$ cat src/rtl/aro_pkg.sv
`default_nettype none
package aro_pkg;

   // ---------------------------------------------------------------
   // conversion timing, in oscillator clocks
   // ---------------------------------------------------------------
   localparam logic [12:0] CYCLE_LAST  = 13'h1fff;
   localparam logic [12:0] INT_START   = 13'h0800;
   localparam logic [12:0] RAMP_START  = 13'h1000;
   localparam logic [12:0] HALT_BEFORE = 13'h0007;
   localparam logic [12:0] HALT_POINT  = INT_START - HALT_BEFORE;
   localparam logic [12:0] CNT_RST     = 13'h0000;

   // ---------------------------------------------------------------
   // register map and fields
   // ---------------------------------------------------------------
   localparam logic [11:0] CTRL_OFS    = 12'h000;
   localparam logic [11:0] STAT_OFS    = 12'h004;
   localparam logic [11:0] RESULT_OFS  = 12'h008;
   localparam logic [1:0]  RESP_OKAY   = 2'h0;
   localparam logic [1:0]  RESP_SLVERR = 2'h2;

   typedef enum logic [1:0] {PH_ZERO, PH_INT, PH_RAMP} aro_phase_type;

   typedef enum logic [1:0] {HS_IDLE, HS_HIGH, HS_LOW} aro_hs_type;

   typedef struct packed {
      logic        overrange;
      logic        sign_flag;
      logic [11:0] magnitude;
   } aro_result_type;

   typedef struct packed {
      logic force_ones;
      logic run_en;
   } aro_ctrl_type;

   typedef struct packed {
      logic          hs_mode;
      logic          hs_busy;
      aro_phase_type phase;
      logic          conv_status;
   } aro_stat_type;

   typedef struct packed {
      logic run_hold;
      logic mode;
      logic test_n;
      logic send;
      logic cmp_pos;
      logic ce_n;
      logic low_en_n;
      logic high_en_n;
   } aro_pins_type;

   localparam aro_ctrl_type   CTRL_RST   = 2'h1;
   localparam aro_result_type RESULT_RST = 14'h0000;
   // idle pin levels; mode resets low so release is no false mode edge
   localparam aro_pins_type   PINS_RST   = 8'hbf;

endpackage
`default_nettype wire

$ cat src/rtl/aro_axil_regs.sv
`timescale 1ns/1ps
`default_nettype none
module aro_axil_regs
(
   input  wire logic                    aclk,
   input  wire logic                    aresetn,
   input  wire logic [31:0]             s_axi_awaddr,
   input  wire logic                    s_axi_awvalid,
   output logic                         s_axi_awready,
   input  wire logic [31:0]             s_axi_wdata,
   input  wire logic [3:0]              s_axi_wstrb,
   input  wire logic                    s_axi_wvalid,
   output logic                         s_axi_wready,
   output logic [1:0]                   s_axi_bresp,
   output logic                         s_axi_bvalid,
   input  wire logic                    s_axi_bready,
   input  wire logic [31:0]             s_axi_araddr,
   input  wire logic                    s_axi_arvalid,
   output logic                         s_axi_arready,
   output logic [31:0]                  s_axi_rdata,
   output logic [1:0]                   s_axi_rresp,
   output logic                         s_axi_rvalid,
   input  wire logic                    s_axi_rready,
   output aro_pkg::aro_ctrl_type        ctrl,
   input  wire aro_pkg::aro_stat_type   stat,
   input  wire aro_pkg::aro_result_type result
);

   // ---------------------------------------------------------------
   // write path: address and data caught in either order
   // ---------------------------------------------------------------
   logic                  aw_full_ff, nxt_aw_full;
   logic [11:0]           aw_addr_ff, nxt_aw_addr;
   logic                  w_full_ff, nxt_w_full;
   logic [31:0]           w_data_ff, nxt_w_data;
   logic                  w_strb0_ff, nxt_w_strb0;
   logic                  bvalid_ff, nxt_bvalid;
   logic [1:0]            bresp_ff, nxt_bresp;
   aro_pkg::aro_ctrl_type ctrl_ff, nxt_ctrl;

   assign s_axi_awready = !aw_full_ff && !bvalid_ff;
   assign s_axi_wready  = !w_full_ff && !bvalid_ff;
   assign s_axi_bvalid  = bvalid_ff;
   assign s_axi_bresp   = bresp_ff;
   assign ctrl          = ctrl_ff;

   always_comb
   begin
      nxt_aw_full = aw_full_ff;
      nxt_aw_addr = aw_addr_ff;
      nxt_w_full  = w_full_ff;
      nxt_w_data  = w_data_ff;
      nxt_w_strb0 = w_strb0_ff;
      nxt_bvalid  = bvalid_ff;
      nxt_bresp   = bresp_ff;
      nxt_ctrl    = ctrl_ff;
      if (s_axi_awvalid && s_axi_awready)
      begin
         nxt_aw_full = 1'b1;
         nxt_aw_addr = s_axi_awaddr[11:0];
      end
      if (s_axi_wvalid && s_axi_wready)
      begin
         nxt_w_full  = 1'b1;
         nxt_w_data  = s_axi_wdata;
         nxt_w_strb0 = s_axi_wstrb[0];
      end
      if (aw_full_ff && w_full_ff && !bvalid_ff)
      begin
         nxt_aw_full = 1'b0;
         nxt_w_full  = 1'b0;
         nxt_bvalid  = 1'b1;
         nxt_bresp   = aro_pkg::RESP_OKAY;
         if (aw_addr_ff == aro_pkg::CTRL_OFS)
         begin
            if (w_strb0_ff)
            begin
               nxt_ctrl = w_data_ff[1:0];
            end
         end
         else if (aw_addr_ff != aro_pkg::STAT_OFS &&
                  aw_addr_ff != aro_pkg::RESULT_OFS)
         begin
            nxt_bresp = aro_pkg::RESP_SLVERR;
         end
      end
      if (bvalid_ff && s_axi_bready)
      begin
         nxt_bvalid = 1'b0;
      end
   end

   // ---------------------------------------------------------------
   // read path
   // ---------------------------------------------------------------
   logic        rvalid_ff, nxt_rvalid;
   logic [31:0] rdata_ff, nxt_rdata;
   logic [1:0]  rresp_ff, nxt_rresp;

   assign s_axi_arready = !rvalid_ff;
   assign s_axi_rvalid  = rvalid_ff;
   assign s_axi_rdata   = rdata_ff;
   assign s_axi_rresp   = rresp_ff;

   always_comb
   begin
      nxt_rvalid = rvalid_ff;
      nxt_rdata  = rdata_ff;
      nxt_rresp  = rresp_ff;
      if (s_axi_arvalid && s_axi_arready)
      begin
         nxt_rvalid = 1'b1;
         nxt_rresp  = aro_pkg::RESP_OKAY;
         case (s_axi_araddr[11:0])
            aro_pkg::CTRL_OFS:   nxt_rdata = {30'h00000000, ctrl_ff};
            aro_pkg::STAT_OFS:   nxt_rdata = {27'h0000000, stat};
            aro_pkg::RESULT_OFS: nxt_rdata = {18'h00000, result};
            default:
            begin
               nxt_rdata = 32'h00000000;
               nxt_rresp = aro_pkg::RESP_SLVERR;
            end
         endcase
      end
      else if (rvalid_ff && s_axi_rready)
      begin
         nxt_rvalid = 1'b0;
      end
   end

   always_ff @(posedge aclk)
   begin
      if (!aresetn)
      begin
         aw_full_ff <= 1'b0;
         aw_addr_ff <= 12'h000;
         w_full_ff  <= 1'b0;
         w_data_ff  <= 32'h00000000;
         w_strb0_ff <= 1'b0;
         bvalid_ff  <= 1'b0;
         bresp_ff   <= aro_pkg::RESP_OKAY;
         ctrl_ff    <= aro_pkg::CTRL_RST;
         rvalid_ff  <= 1'b0;
         rdata_ff   <= 32'h00000000;
         rresp_ff   <= aro_pkg::RESP_OKAY;
      end
      else
      begin
         aw_full_ff <= nxt_aw_full;
         aw_addr_ff <= nxt_aw_addr;
         w_full_ff  <= nxt_w_full;
         w_data_ff  <= nxt_w_data;
         w_strb0_ff <= nxt_w_strb0;
         bvalid_ff  <= nxt_bvalid;
         bresp_ff   <= nxt_bresp;
         ctrl_ff    <= nxt_ctrl;
         rvalid_ff  <= nxt_rvalid;
         rdata_ff   <= nxt_rdata;
         rresp_ff   <= nxt_rresp;
      end
   end

endmodule
`default_nettype wire

$ cat src/rtl/aro_port.sv
`timescale 1ns/1ps
`default_nettype none
// Behaviour
// - result is 12-bit magnitude, sign, overrange
// - status high in integrate phases, low auto-zero
// - sign high positive, overrange beyond full scale
// - bit 12 msb; outputs three-state, active high
// - force-ones input low drives all bits high
// - direct mode: low byte enabled by enables
// - direct mode: high byte enabled by enables
// - direct mode: chip enable high floats all data outputs
// - mode low: enable pins are host inputs
// - mode high: pins become flags, send on completion
// - mode pulse sends latest result immediately
// - 8192-clock cycle; hold stops 7 before integrate
// - signal integrate lasts 2048 clocks, then polarity
module aro_port
(
   input  wire logic        aclk,
   input  wire logic        aresetn,
   input  wire logic [31:0] s_axi_awaddr,
   input  wire logic        s_axi_awvalid,
   output logic             s_axi_awready,
   input  wire logic [31:0] s_axi_wdata,
   input  wire logic [3:0]  s_axi_wstrb,
   input  wire logic        s_axi_wvalid,
   output logic             s_axi_wready,
   output logic [1:0]       s_axi_bresp,
   output logic             s_axi_bvalid,
   input  wire logic        s_axi_bready,
   input  wire logic [31:0] s_axi_araddr,
   input  wire logic        s_axi_arvalid,
   output logic             s_axi_arready,
   output logic [31:0]      s_axi_rdata,
   output logic [1:0]       s_axi_rresp,
   output logic             s_axi_rvalid,
   input  wire logic        s_axi_rready,
   input  wire logic        run_enable,
   input  wire logic        handshake_mode,
   input  wire logic        force_ones_n,
   input  wire logic        transmit_permit,
   input  wire logic        comparator_pos,
   input  wire logic        chip_enable_n_pin,
   output logic             chip_enable_n_drv,
   output logic             chip_enable_n_oe,
   input  wire logic        low_byte_enable_n_pin,
   output logic             low_byte_enable_n_drv,
   output logic             low_byte_enable_n_oe,
   input  wire logic        high_byte_enable_n_pin,
   output logic             high_byte_enable_n_drv,
   output logic             high_byte_enable_n_oe,
   output logic [11:0]      result_bits,
   output logic             sign_flag,
   output logic             overrange,
   output logic             low_byte_oe,
   output logic             high_byte_oe,
   output logic             conv_status
);

   // ---------------------------------------------------------------
   // pin synchronisers
   // ---------------------------------------------------------------
   aro_pkg::aro_pins_type sync1_ff, sync2_ff, nxt_sync1;
   aro_pkg::aro_pins_type pins;

   always_comb
   begin
      nxt_sync1 = {run_enable, handshake_mode, force_ones_n,
                   transmit_permit, comparator_pos, chip_enable_n_pin,
                   low_byte_enable_n_pin, high_byte_enable_n_pin};
   end

   always_ff @(posedge aclk)
   begin
      if (!aresetn)
      begin
         sync1_ff <= aro_pkg::PINS_RST;
         sync2_ff <= aro_pkg::PINS_RST;
      end
      else
      begin
         sync1_ff <= nxt_sync1;
         sync2_ff <= sync1_ff;
      end
   end

   assign pins = sync2_ff;

   // ---------------------------------------------------------------
   // registers
   // ---------------------------------------------------------------
   aro_pkg::aro_ctrl_type   ctrl;
   aro_pkg::aro_stat_type   stat;
   aro_pkg::aro_result_type hold_ff, nxt_hold;
   aro_pkg::aro_hs_type     hs_ff, nxt_hs;

   aro_axil_regs u_regs
   (
      .aclk          (aclk),
      .aresetn       (aresetn),
      .s_axi_awaddr  (s_axi_awaddr),
      .s_axi_awvalid (s_axi_awvalid),
      .s_axi_awready (s_axi_awready),
      .s_axi_wdata   (s_axi_wdata),
      .s_axi_wstrb   (s_axi_wstrb),
      .s_axi_wvalid  (s_axi_wvalid),
      .s_axi_wready  (s_axi_wready),
      .s_axi_bresp   (s_axi_bresp),
      .s_axi_bvalid  (s_axi_bvalid),
      .s_axi_bready  (s_axi_bready),
      .s_axi_araddr  (s_axi_araddr),
      .s_axi_arvalid (s_axi_arvalid),
      .s_axi_arready (s_axi_arready),
      .s_axi_rdata   (s_axi_rdata),
      .s_axi_rresp   (s_axi_rresp),
      .s_axi_rvalid  (s_axi_rvalid),
      .s_axi_rready  (s_axi_rready),
      .ctrl          (ctrl),
      .stat          (stat),
      .result        (hold_ff)
   );

   // ---------------------------------------------------------------
   // conversion sequencer
   // ---------------------------------------------------------------
   function automatic aro_pkg::aro_phase_type phase_of(logic [12:0] c);
      if (c < aro_pkg::INT_START)
         phase_of = aro_pkg::PH_ZERO;
      else if (c < aro_pkg::RAMP_START)
         phase_of = aro_pkg::PH_INT;
      else
         phase_of = aro_pkg::PH_RAMP;
   endfunction

   logic [12:0] cnt_ff, nxt_cnt;
   logic        sign_ff, nxt_sign;
   logic        crossed_ff, nxt_crossed;
   logic [11:0] mag_ff, nxt_mag;
   logic        status_ff, nxt_status;
   logic        done_ff, nxt_done;
   logic        mode_d_ff;
   logic        run_eff;
   logic        halted;

   assign run_eff = pins.run_hold && ctrl.run_en;

   always_comb
   begin
      nxt_cnt     = cnt_ff;
      nxt_sign    = sign_ff;
      nxt_crossed = crossed_ff;
      nxt_mag     = mag_ff;
      nxt_hold    = hold_ff;
      halted = (cnt_ff == aro_pkg::HALT_POINT) && !run_eff;
      if (!halted)
      begin
         nxt_cnt = cnt_ff + 13'h0001;
      end
      if (cnt_ff == aro_pkg::RAMP_START - 13'h0001)
      begin
         nxt_sign    = pins.cmp_pos;
         nxt_crossed = 1'b0;
         nxt_mag     = 12'h000;
      end
      else if (phase_of(cnt_ff) == aro_pkg::PH_RAMP && !crossed_ff &&
               pins.cmp_pos != sign_ff)
      begin
         nxt_crossed = 1'b1;
         nxt_mag     = cnt_ff[11:0];
      end
      if (cnt_ff == aro_pkg::CYCLE_LAST)
      begin
         nxt_hold.overrange = !crossed_ff;
         nxt_hold.sign_flag = sign_ff;
         nxt_hold.magnitude = mag_ff;
      end
      nxt_status = phase_of(nxt_cnt) != aro_pkg::PH_ZERO;
      nxt_done   = cnt_ff == aro_pkg::CYCLE_LAST;
   end

   always_ff @(posedge aclk)
   begin
      if (!aresetn)
      begin
         cnt_ff     <= aro_pkg::CNT_RST;
         sign_ff    <= 1'b0;
         crossed_ff <= 1'b0;
         mag_ff     <= 12'h000;
         hold_ff    <= aro_pkg::RESULT_RST;
         status_ff  <= 1'b0;
         done_ff    <= 1'b0;
         mode_d_ff  <= 1'b0;
      end
      else
      begin
         cnt_ff     <= nxt_cnt;
         sign_ff    <= nxt_sign;
         crossed_ff <= nxt_crossed;
         mag_ff     <= nxt_mag;
         hold_ff    <= nxt_hold;
         status_ff  <= nxt_status;
         done_ff    <= nxt_done;
         mode_d_ff  <= pins.mode;
      end
   end

   // ---------------------------------------------------------------
   // handshake sender
   // ---------------------------------------------------------------
   logic hs_start;

   assign hs_start = (pins.mode && !mode_d_ff) || (done_ff && pins.mode);

   always_comb
   begin
      nxt_hs = hs_ff;
      case (hs_ff)
         aro_pkg::HS_IDLE: if (hs_start) nxt_hs = aro_pkg::HS_HIGH;
         aro_pkg::HS_HIGH: if (pins.send) nxt_hs = aro_pkg::HS_LOW;
         aro_pkg::HS_LOW:  if (pins.send) nxt_hs = aro_pkg::HS_IDLE;
         default:          nxt_hs = aro_pkg::HS_IDLE;
      endcase
   end

   always_ff @(posedge aclk)
   begin
      if (!aresetn)
         hs_ff <= aro_pkg::HS_IDLE;
      else
         hs_ff <= nxt_hs;
   end

   // ---------------------------------------------------------------
   // output drivers
   // ---------------------------------------------------------------
   aro_pkg::aro_result_type data_ff, nxt_data;
   logic                    force_all;
   logic                    hs_on;

   assign force_all = !pins.test_n || ctrl.force_ones;
   assign hs_on     = hs_ff != aro_pkg::HS_IDLE;

   always_comb
   begin
      nxt_data = hold_ff;
      if (force_all)
      begin
         nxt_data.magnitude = 12'hfff;
      end
   end

   always_ff @(posedge aclk)
   begin
      if (!aresetn)
         data_ff <= aro_pkg::RESULT_RST;
      else
         data_ff <= nxt_data;
   end

   assign result_bits = data_ff.magnitude;
   assign sign_flag   = data_ff.sign_flag;
   assign overrange   = data_ff.overrange;

   assign low_byte_oe  = pins.mode ? (hs_ff == aro_pkg::HS_LOW)
                                   : (!pins.ce_n && !pins.low_en_n);
   assign high_byte_oe = pins.mode ? (hs_ff == aro_pkg::HS_HIGH)
                                   : (!pins.ce_n && !pins.high_en_n);

   assign chip_enable_n_oe       = pins.mode;
   assign low_byte_enable_n_oe   = pins.mode;
   assign high_byte_enable_n_oe  = pins.mode;
   // load strobe only while receiver permits
   assign chip_enable_n_drv      = !(hs_on && pins.send);
   assign low_byte_enable_n_drv  = hs_ff != aro_pkg::HS_LOW;
   assign high_byte_enable_n_drv = hs_ff != aro_pkg::HS_HIGH;
   assign conv_status            = status_ff;

   assign stat = {pins.mode, hs_on, phase_of(cnt_ff), status_ff};

   // ---------------------------------------------------------------
   // assertions
   // ---------------------------------------------------------------
   property p_status_drop;
      @(posedge aclk) disable iff (!aresetn)
      $rose(done_ff) |-> !status_ff && $past(status_ff);
   endproperty
   a_status_drop: assert property (p_status_drop)
      else $error("status not dropped at latch");

   property p_int_len;
      @(posedge aclk) disable iff (!aresetn)
      (phase_of(cnt_ff) == aro_pkg::PH_INT) |=>
         (phase_of(cnt_ff) == aro_pkg::PH_INT) ||
         (cnt_ff == aro_pkg::RAMP_START);
   endproperty
   a_int_len: assert property (p_int_len)
      else $error("integrate phase cut short");

   property p_period;
      @(posedge aclk) disable iff (!aresetn)
      (cnt_ff == aro_pkg::CYCLE_LAST) |=> (cnt_ff == aro_pkg::CNT_RST);
   endproperty
   a_period: assert property (p_period)
      else $error("cycle did not wrap");

   property p_halt;
      @(posedge aclk) disable iff (!aresetn)
      (cnt_ff == aro_pkg::HALT_POINT && !run_eff) |=>
         (cnt_ff == aro_pkg::HALT_POINT) && !status_ff;
   endproperty
   a_halt: assert property (p_halt)
      else $error("hold point not kept");

   property p_force;
      @(posedge aclk) disable iff (!aresetn)
      force_all |=> (result_bits == 12'hfff);
   endproperty
   a_force: assert property (p_force)
      else $error("force ones not applied");

   property p_ce_off;
      @(posedge aclk) disable iff (!aresetn)
      (!pins.mode && pins.ce_n) |-> !low_byte_oe && !high_byte_oe;
   endproperty
   a_ce_off: assert property (p_ce_off)
      else $error("data driven with chip enable high");

   property p_low_en;
      @(posedge aclk) disable iff (!aresetn)
      (!pins.mode && !pins.ce_n && !pins.low_en_n) |-> low_byte_oe;
   endproperty
   a_low_en: assert property (p_low_en)
      else $error("low byte not enabled");

   property p_high_en;
      @(posedge aclk) disable iff (!aresetn)
      (!pins.mode && !pins.ce_n && !pins.high_en_n) |-> high_byte_oe;
   endproperty
   a_high_en: assert property (p_high_en)
      else $error("high byte not enabled");

   property p_latch;
      @(posedge aclk) disable iff (!aresetn)
      (hold_ff != $past(hold_ff)) |-> $past(cnt_ff) == aro_pkg::CYCLE_LAST;
   endproperty
   a_latch: assert property (p_latch)
      else $error("result changed outside completion");

   property p_flags;
      @(posedge aclk) disable iff (!aresetn)
      done_ff |-> hold_ff.overrange == !$past(crossed_ff) &&
                  hold_ff.sign_flag == $past(sign_ff);
   endproperty
   a_flags: assert property (p_flags)
      else $error("sign or overrange flag wrong");

   property p_hs_start;
      @(posedge aclk) disable iff (!aresetn)
      (hs_ff == aro_pkg::HS_IDLE && pins.mode && (!mode_d_ff || done_ff))
         |=> (hs_ff == aro_pkg::HS_HIGH) ##0 !high_byte_enable_n_drv;
   endproperty
   a_hs_start: assert property (p_hs_start)
      else $error("handshake did not start");

   property p_hs_order;
      @(posedge aclk) disable iff (!aresetn)
      (hs_ff == aro_pkg::HS_HIGH && pins.send) |->
         !chip_enable_n_drv ##1 (hs_ff == aro_pkg::HS_LOW && low_byte_oe);
   endproperty
   a_hs_order: assert property (p_hs_order)
      else $error("byte order broken");

   property p_direct_in;
      @(posedge aclk) disable iff (!aresetn)
      !pins.mode |-> !chip_enable_n_oe && !low_byte_enable_n_oe;
   endproperty
   a_direct_in: assert property (p_direct_in)
      else $error("enable pins driven in direct mode");

endmodule
`default_nettype wire

$ cat config.mk
export PLATFORM = sky130hd
export DESIGN_NAME = aro_port
export DESIGN_NICKNAME = d
export VERILOG_FILES = /design/src/rtl/aro_pkg.sv /design/src/rtl/aro_axil_regs.sv /design/src/rtl/aro_port.sv
export SDC_FILE = /design/constraint.sdc
export NUM_CORES = 1
export LEC_CHECK = 0
export BUFFER_PORTS_ARGS = -buffer_cell sky130_fd_sc_hd__buf_2
export CAP_MARGIN = 20
export CORE_MARGIN = 10
export CORE_UTILIZATION = 47
export DETAILED_ROUTE_END_ITERATION = 10
export PLACE_DENSITY_LB_ADDON = 0.05
export SYNTH_ARGS = -nofsm -noshare
export SYNTH_HDL_FRONTEND = slang
export SYNTH_SLANG_ARGS = --single-unit
export TNS_END_PERCENT = 50
$ cat constraint.sdc
create_clock -name aclk -period 2.31 [get_ports aclk]
set_clock_uncertainty 0.15 [all_clocks]
set_input_delay 0.3465 -clock aclk [delete_from_list [all_inputs] [get_ports aclk]]
set_output_delay 0.3465 -clock aclk [all_outputs]
set_load 0.05 [all_outputs]
==> impl_results.md, run 1 <==
- Reg power frac: 41.0%
- Root Buffer: clkbuf_8
- Post-synthesis async set-or-reset flop share: 0%
- Total CTS buffers: 17
- Die Wd: roughly 110 µm
- DRC violations left: 0
- P_int: roughly 3800 µW
- Final min period: between 2000 and 2500 ps
- Setup TNS: 0 ps
- Final nets: 678
- Worst path max stage delay: 420 ps
- Vias in the first global route: 3191
- Combinational power share: between 8 and 9%
- CP max FO: 12
- Synthesis Warnings: 0
- Setup CP Type: reg2reg
- Predominant post-synthesis flop cell: dfxtp_1
- H-tree Lvls: 4
- Reg2reg path depth: 4
- Worst-path clk slew: 60 ps
- Pwr dens: 902 nW/µm²
- Final Hold Vio Count: 0
- Vias: 3256
- Gpl congestion: 0.785
- I/O Pins: 179
- NetSw: ~1200 µW
- Crit end category: flop
- Post-detail-place hpwl: 6450 µm
- Share of cells above drive strength 1: 22.5%
- Most frequent cells in the layout: dfxtp_1 (113), buf_2 (85), nor2_1 (69), nand2_1 (40), dlygate4sd3_1 (28)
- # diodes: 0
- Hold path startpoint: s_axi_araddr[3]
- First-pass GRT wire length: 15400 µm
- Die height: roughly 110 µm
- Post-synth EDFFs: 0
- Layout area overhead: 31.6%
- Worst path cell trace: nand4_1 -> nor3_1 -> a21oi_1 -> a22o_1
- Setup violations, final: 0
- Max Root-Sink Buffers: 2
- LEAKAGE: 0.00242 µW
- Commonest non-fill, non-tap cell in the layout: dfxtp_1
- Clock power share: 50.8%
- Final Power: 4950 µW
- Switching Share: 23.4%
- CP startpoint kind: flop
- Synthesized cell area: 4170 µm²
- WHS Path Cells: 4
- Die area: 13000 µm²
- Hold endpoint: u_regs.s_axi_rdata[1]
- CP startpoint: cnt_ff[5]
- Fmax: 485 MHz
- WL/cell: between 10 and 15 µm
- Synth cell types: 42
- Slew @ Worst Pin: 888 ps
- Clk_lat worst skew: approximately 500 ps
- Final Cycle Share: 89.3%
- Syn Area/Cell: 9.42 µm²
- Iteration-0 DRC Markers: between 150 and 200
- Seq/Total Area, Yosys: 54.2%
- Routed vias/inst: 4.77
- CP max-delay cell: dfxtp_1
- Fin. max-slew vios: 0
- Relative slew slack: between 40% and 50%
- Antenna Nets Post-Route: 0
- Max cap viols: 0
- DR pass1 iterations: 4
- Peak VDD IR: 0.000575 V
- Placeable Area: approximately 8700 µm²
- Largest net degree at the start of global routing: between 50 and 60
- TritonCTS clock tree: built
- RSZ-0062 raised after global routing: false
- Yosys reg bits: 113
- Number of port buffers: 85
- Grt ovf: 0
- Register-to-register setup slack: 250 ps
- Detailed Route WL: 9220 µm
- Total global-route track usage: ~15%
- CP required: 2550 ps
- Num Clock Sinks: 113
- Row cnt: 34
- Starting Density: 48.1%
- Initial antenna violation count: 0
- Crit path DAT: 2300 ps
- Reg2reg end: hold_ff[0]
- Min-Delay Path Class: in2reg
- R2R Path Start: cnt_ff[5]
- Status: completed
- Cells after Synth: between 400 and 500
## per-stage QoR
stage	setup WS (ps)	area, µm²	utilization [%]	instances	hold WS (ps)
floorplan	82.8	4240	-	462	236
global route	38.8	5490	63.3	682	150
global placement	278	4630	53.4	622	238
detailed placement	277	4630	53.4	622	244
CTS	253	5490	63.3	682	92.6
finish	246	5490	63.3	682	118
## synthesized netlist by cell type (2+ instances only)
library cell	instances	share of area, %
nand3_1	7	0.84
nor2_1	69	6.2
a22oi_1	2	0.36
and3_1	2	0.30
nand2_1	40	3.6
nand3b_1	4	0.72
buf_2	3	0.36
o21a_1	2	0.36
nor3_1	8	0.96
nor2b_1	4	0.60
inv_1	6	0.54
buf_4	22	4.0
and2_1	6	0.90
nand4_1	4	0.60
o21ai_0	11	1.3
mux2i_1	19	4.6
a22o_1	21	4.4
nor4_1	5	0.75
xor2_1	2	0.42
a21oi_1	26	3.1
dfxtp_1	113	54
ha_1	2	0.60
xnor2_1	8	1.7
a211oi_1	2	0.36
mux2_2	2	0.54
nand2b_1	22	3.3
or3_1	2	0.30
clkbuf_1	15	1.3
## power by group through the flow
| stage | logic, µW | registers, µW | clock network, µW |
|---|---|---|---|
| final | 407 | 2030 | 2510 |
| after global routing | 443 | 2040 | 2650 |
| after CTS | 409 | 2030 | 2570 |
| after detailed placement | 371 | 2070 | 0 |
| after global placement | 366 | 2070 | 0 |
| after floorplan | 267 | 2100 | 0 |
## what timing repair did
item                                   4_1_cts  5_1_grt
hold buffers                                28        0
endpoints found under the hold margin       26        0
gates resized for setup                      0        0
setup buffers                                0        0
setup endpoints to repair                    0        0
## kinds of logic (layout without fill, tap and decap cells)
kind of cell	Yosys count	after routing	share of synthesized area, %
multiplexers	21	21	5.10
AND/OR/NAND/NOR	176	176	19.8
XOR/XNOR	10	10	2.10
adder cells (fa/ha/maj)	2	2	0.600
AO/OA/AOI/OAI	70	70	11.3
flip-flops	113	113	54.2
other	1	20	0.0899
buffers and inverters	50	162	6.78
## worst max path at each step
stage                      endpoint  depth (start not counted)
2_1_floorplan  u_regs.aw_addr_ff[3]                          5
3_3_place_gp             hold_ff[8]                          4
3_5_place_dp             hold_ff[8]                          4
4_1_cts                  hold_ff[0]                          4
5_1_grt                  hold_ff[0]                          4
6_report                 hold_ff[0]                          4
## flip-flops by register name (all words and copies together), names as in the netlist, 2 cells and up
signal	count
u_regs.aw_addr_ff	12
result_bits	12
pins	7
hs_ff	2
u_regs.w_data_ff	2
hold_ff	14
u_regs.s_axi_rdata	14
u_regs.ctrl	2
mag_ff	12
sync1_ff	8
cnt_ff	13
## cell type report
class	count	area, µm²
tap	108	135
sequential	113	2260
multi-input combinational	299	1700
clock inverter	11	138
timing repair buffer	123	793
clock buffer	21	439
fill	763	3190
inverter	7	26.3
## critical path, delay by kind of cell, from the launching register on
family	cells	cell delay, ps
AO/OA/AOI/OAI	2	680
flip-flops	1	420
AND/OR/NAND/NOR	2	700
## routing by layer
layer / track usage (%) / routed length (µm) / vias up
met5: 0 / 0 / -
met4: 5.10 / 73 / 0
met3: 6.50 / 509 / 7
met2: 23.5 / 4430 / 69
met1: 16.6 / 4210 / 1484
li1: - / - / 1696
No activity file was read; power rests on OpenSTA's default activity.
==> inputs of run 2 (changes only) <==
--- a/config.mk
+++ b/config.mk
@@ -5,12 +5,14 @@
 export SDC_FILE = /design/constraint.sdc
 export NUM_CORES = 1
 export LEC_CHECK = 0
+export ABC_AREA = 1
 export BUFFER_PORTS_ARGS = -buffer_cell sky130_fd_sc_hd__buf_2
 export CAP_MARGIN = 20
 export CORE_MARGIN = 10
-export CORE_UTILIZATION = 47
+export CORE_UTILIZATION = 25
 export DETAILED_ROUTE_END_ITERATION = 10
 export PLACE_DENSITY_LB_ADDON = 0.05
+export SETUP_SLACK_MARGIN = 0.3
 export SYNTH_ARGS = -nofsm -noshare
 export SYNTH_HDL_FRONTEND = slang
 export SYNTH_SLANG_ARGS = --single-unit
==> run 2 against run 1 <==
Compared with the run above: sequential share of layout area down 1.3 points; sequential power about the same; wire length up 19%; clock-buffer cell count down 2; synthesized area up 5.4%; clock power up 8.8%; combinational power up 12%.
==> impl_results.md, run 2 <==
- Fin. max-slew vios: 0
- Seq/Total Area, Yosys: 51.5%
- Syn Area/Cell: 7.94 µm²
- Commonest non-fill, non-tap cell in the layout: dfxtp_1
- Setup TNS: 0 ps
- Crit path DAT: 1460 ps
- Synthesized cell area: 4400 µm²
- Placed insts: 849
- Grt ovf: 0
- TritonCTS clock tree: built
- Vias: 3617
- CP required: about 1800 ps
- I/O Pins: 179
- Final nets: 768
- Placeable Area: 17300 µm²
- Slew @ Worst Pin: approximately 650 ps
- Post-detail-place hpwl: about 8300 µm
- Vias in the first global route: 3583
- DR pass1 iterations: 4
- Top cells by count, synth: dfxtp_1 (113), nand2_1 (107), inv_1 (63)
- Iteration-0 DRC Markers: 157
- Die area: 23300 µm²
- R2R Path Start: cnt_ff[0]
- Relative slew slack: 56.5%
- Most frequent cells in the layout: dfxtp_1 (110), nand2_1 (106), buf_2 (83), inv_1 (63), o21ai_0 (55)
- Worst Setup EP: low_byte_oe
- Routed vias/inst: slightly above 4
- Detailed Route WL: 11000 µm
- Number of port buffers: 85
- Reg2reg path depth: 10
- Fill cells: 1864
- Synthesis Warnings: 0
- Crit end category: primary output
- CP startpoint: chip_enable_n_oe
- Post-Layout Cell Count: just under 900
- Largest net degree at the start of global routing: 25
- Die Wd: 153 µm
- Synth top area share: around half
- Pwr dens: approximately 920 nW/µm²
- Cells after Synth: 554
- Final Cycle Share: between 80% and 90%
- Total CTS buffers: 17
- Share of cells above drive strength 1: 24.0%
- RSZ-0062 raised after global routing: true
- Initial antenna violation count: 0
- H-tree Lvls: 4
- Starting Density: between 20% and 30%
- Layout area overhead: 29.3%
- Post-synthesis async set-or-reset flop share: 0%
- Antenna Nets Post-Route: 0
- Root Buffer: clkbuf_16
- Synth cell types: 37
- Worst-path clk slew: 50 ps
- Reg2reg end: conv_status
- Yosys reg bits: 113
- Max Root-Sink Buffers: 2
- Area leader, netlist: dfxtp_1
- Clk_lat worst skew: 410 ps
- Setup violations, final: 0
- Gpl congestion: a little over 0.7
- # diodes: 0
- Predominant post-synthesis flop cell: dfxtp_1
- WHS Path Cells: 3
- Final Hold Vio Count: 0
- Post-synth EDFFs: 0
- WL/cell: 12.4 µm
- Num Clock Sinks: 113
- Row cnt: 48
- First-pass GRT wire length: 18100 µm
- Total global-route track usage: a little under a tenth
- Synth area leaders: dfxtp_1 (51%), nand2_1 (9.1%), o21ai_0 (6.3%), a21oi_1 (5.6%), inv_1 (5.4%)
- Die height: roughly 150 µm
- CP startpoint kind: flop
- Status: completed
- LEAKAGE: roughly 0.0026 µW
- Fmax: 510 MHz
- Final min period: 1960 ps
- Cell with the most instances after synthesis: dfxtp_1
- Min-Delay Path Class: in2reg
- DRC violations left: 0
- Peak VDD IR: 0.000498 V
- CP max FO: 8
- Setup CP Type: reg2out
- Register-to-register setup slack: 480 ps
- Max cap viols: 0
[run 2: cell types whose count changed after synthesis, moves of 19 or more]
cell / previous run / this run
o21ai_0: 11 / 55
or2_2: 0 / 20
mux2i_1: 19 / 0
a22o_1: 21 / 0
inv_1: 6 / 63
nand2b_1: 22 / 0
nor2_1: 69 / 44
nand2_1: 40 / 107
a21oi_1: 26 / 49
[run 2: cell type report]
| type | count | area, µm² | area share, % |
|---|---|---|---|
| tap | 225 | 282 | 4.95 |
| clock buffer | 19 | 453 | 7.97 |
| multi-input combinational | 354 | 1710 | 30.1 |
| inverter | 65 | 244 | 4.29 |
| timing repair buffer | 100 | 563 | 9.91 |
| sequential | 113 | 2270 | 39.9 |
| clock inverter | 11 | 163 | 2.86 |
[run 2: worst min-delay path by stage]
stage	startpoint	to	slack, ps
after floorplan	sync1_ff[6]	chip_enable_n_oe	240
after global placement	sync1_ff[7]	pins[7]	240
after detailed placement	sync1_ff[7]	pins[7]	250
after CTS	s_axi_awaddr[10]	u_regs.aw_addr_ff[10]	20
after global routing	s_axi_awaddr[11]	u_regs.aw_addr_ff[11]	20
final	s_axi_awaddr[10]	u_regs.aw_addr_ff[10]	30
[run 2: logic make-up (layout without fill, tap and decap cells)]
group	Yosys count	in the layout	share of synthesized area (%)
buffers and inverters	106	195	11.6
xor gates and xnor gates	2	2	0.398
and+or+nand+nor	217	217	22.4
DFF	113	113	51.5
AOI/OAI and AO/OA	113	113	13.5
other	1	20	0.0853
adders and majority gates	2	2	0.569
[run 2: metal layers]
| layer | track usage, % | up-vias | routed length (µm) |
|---|---|---|---|
| met1 | 11.8 | 1609 | 5420 |
| met5 | 0 | - | 0 |
| li1 | - | 1915 | - |
| met3 | 4.26 | 11 | 722 |
| met2 | 14.1 | 82 | 4700 |
| met4 | 3.54 | 0 | 136 |
[run 2: per-stage QoR]
stage | hold WS [ps] | util, % | power, µW | area, µm² | worst slack [ps]
2_1_floorplan | 240 | - | 2450 | 4470 | 148
3_3_place_gp | 245 | 28.7 | 2540 | 4970 | 285
3_5_place_dp | 249 | 28.7 | 2550 | 4970 | 242
4_1_cts | 16.4 | 32.8 | 5310 | 5670 | 306
5_1_grt | 22.6 | 32.9 | 5460 | 5680 | 279
6_report | 32.7 | 32.9 | 5240 | 5680 | 351
[run 2: timing repair]
item / in CTS / in global routing
buffers inserted: 0 / 0
pin swaps: 0 / 1
setup endpoints to repair: 15 / 30
gates resized for setup: 4 / 5
hold buffers: 8 / 0
hold endpoints to repair: 8 / 0
[run 2: power by group]
part	switching, µW	internal, µW	total, µW
logic	337	118	456
registers	32.3	2020	2050
clock network	888	1840	2730
[run 2: critical path: stages, from the launching register on]
cell,delay [ps]
dfxtp_2,360
or2_2,310
o22ai_1,160
buf_4,220
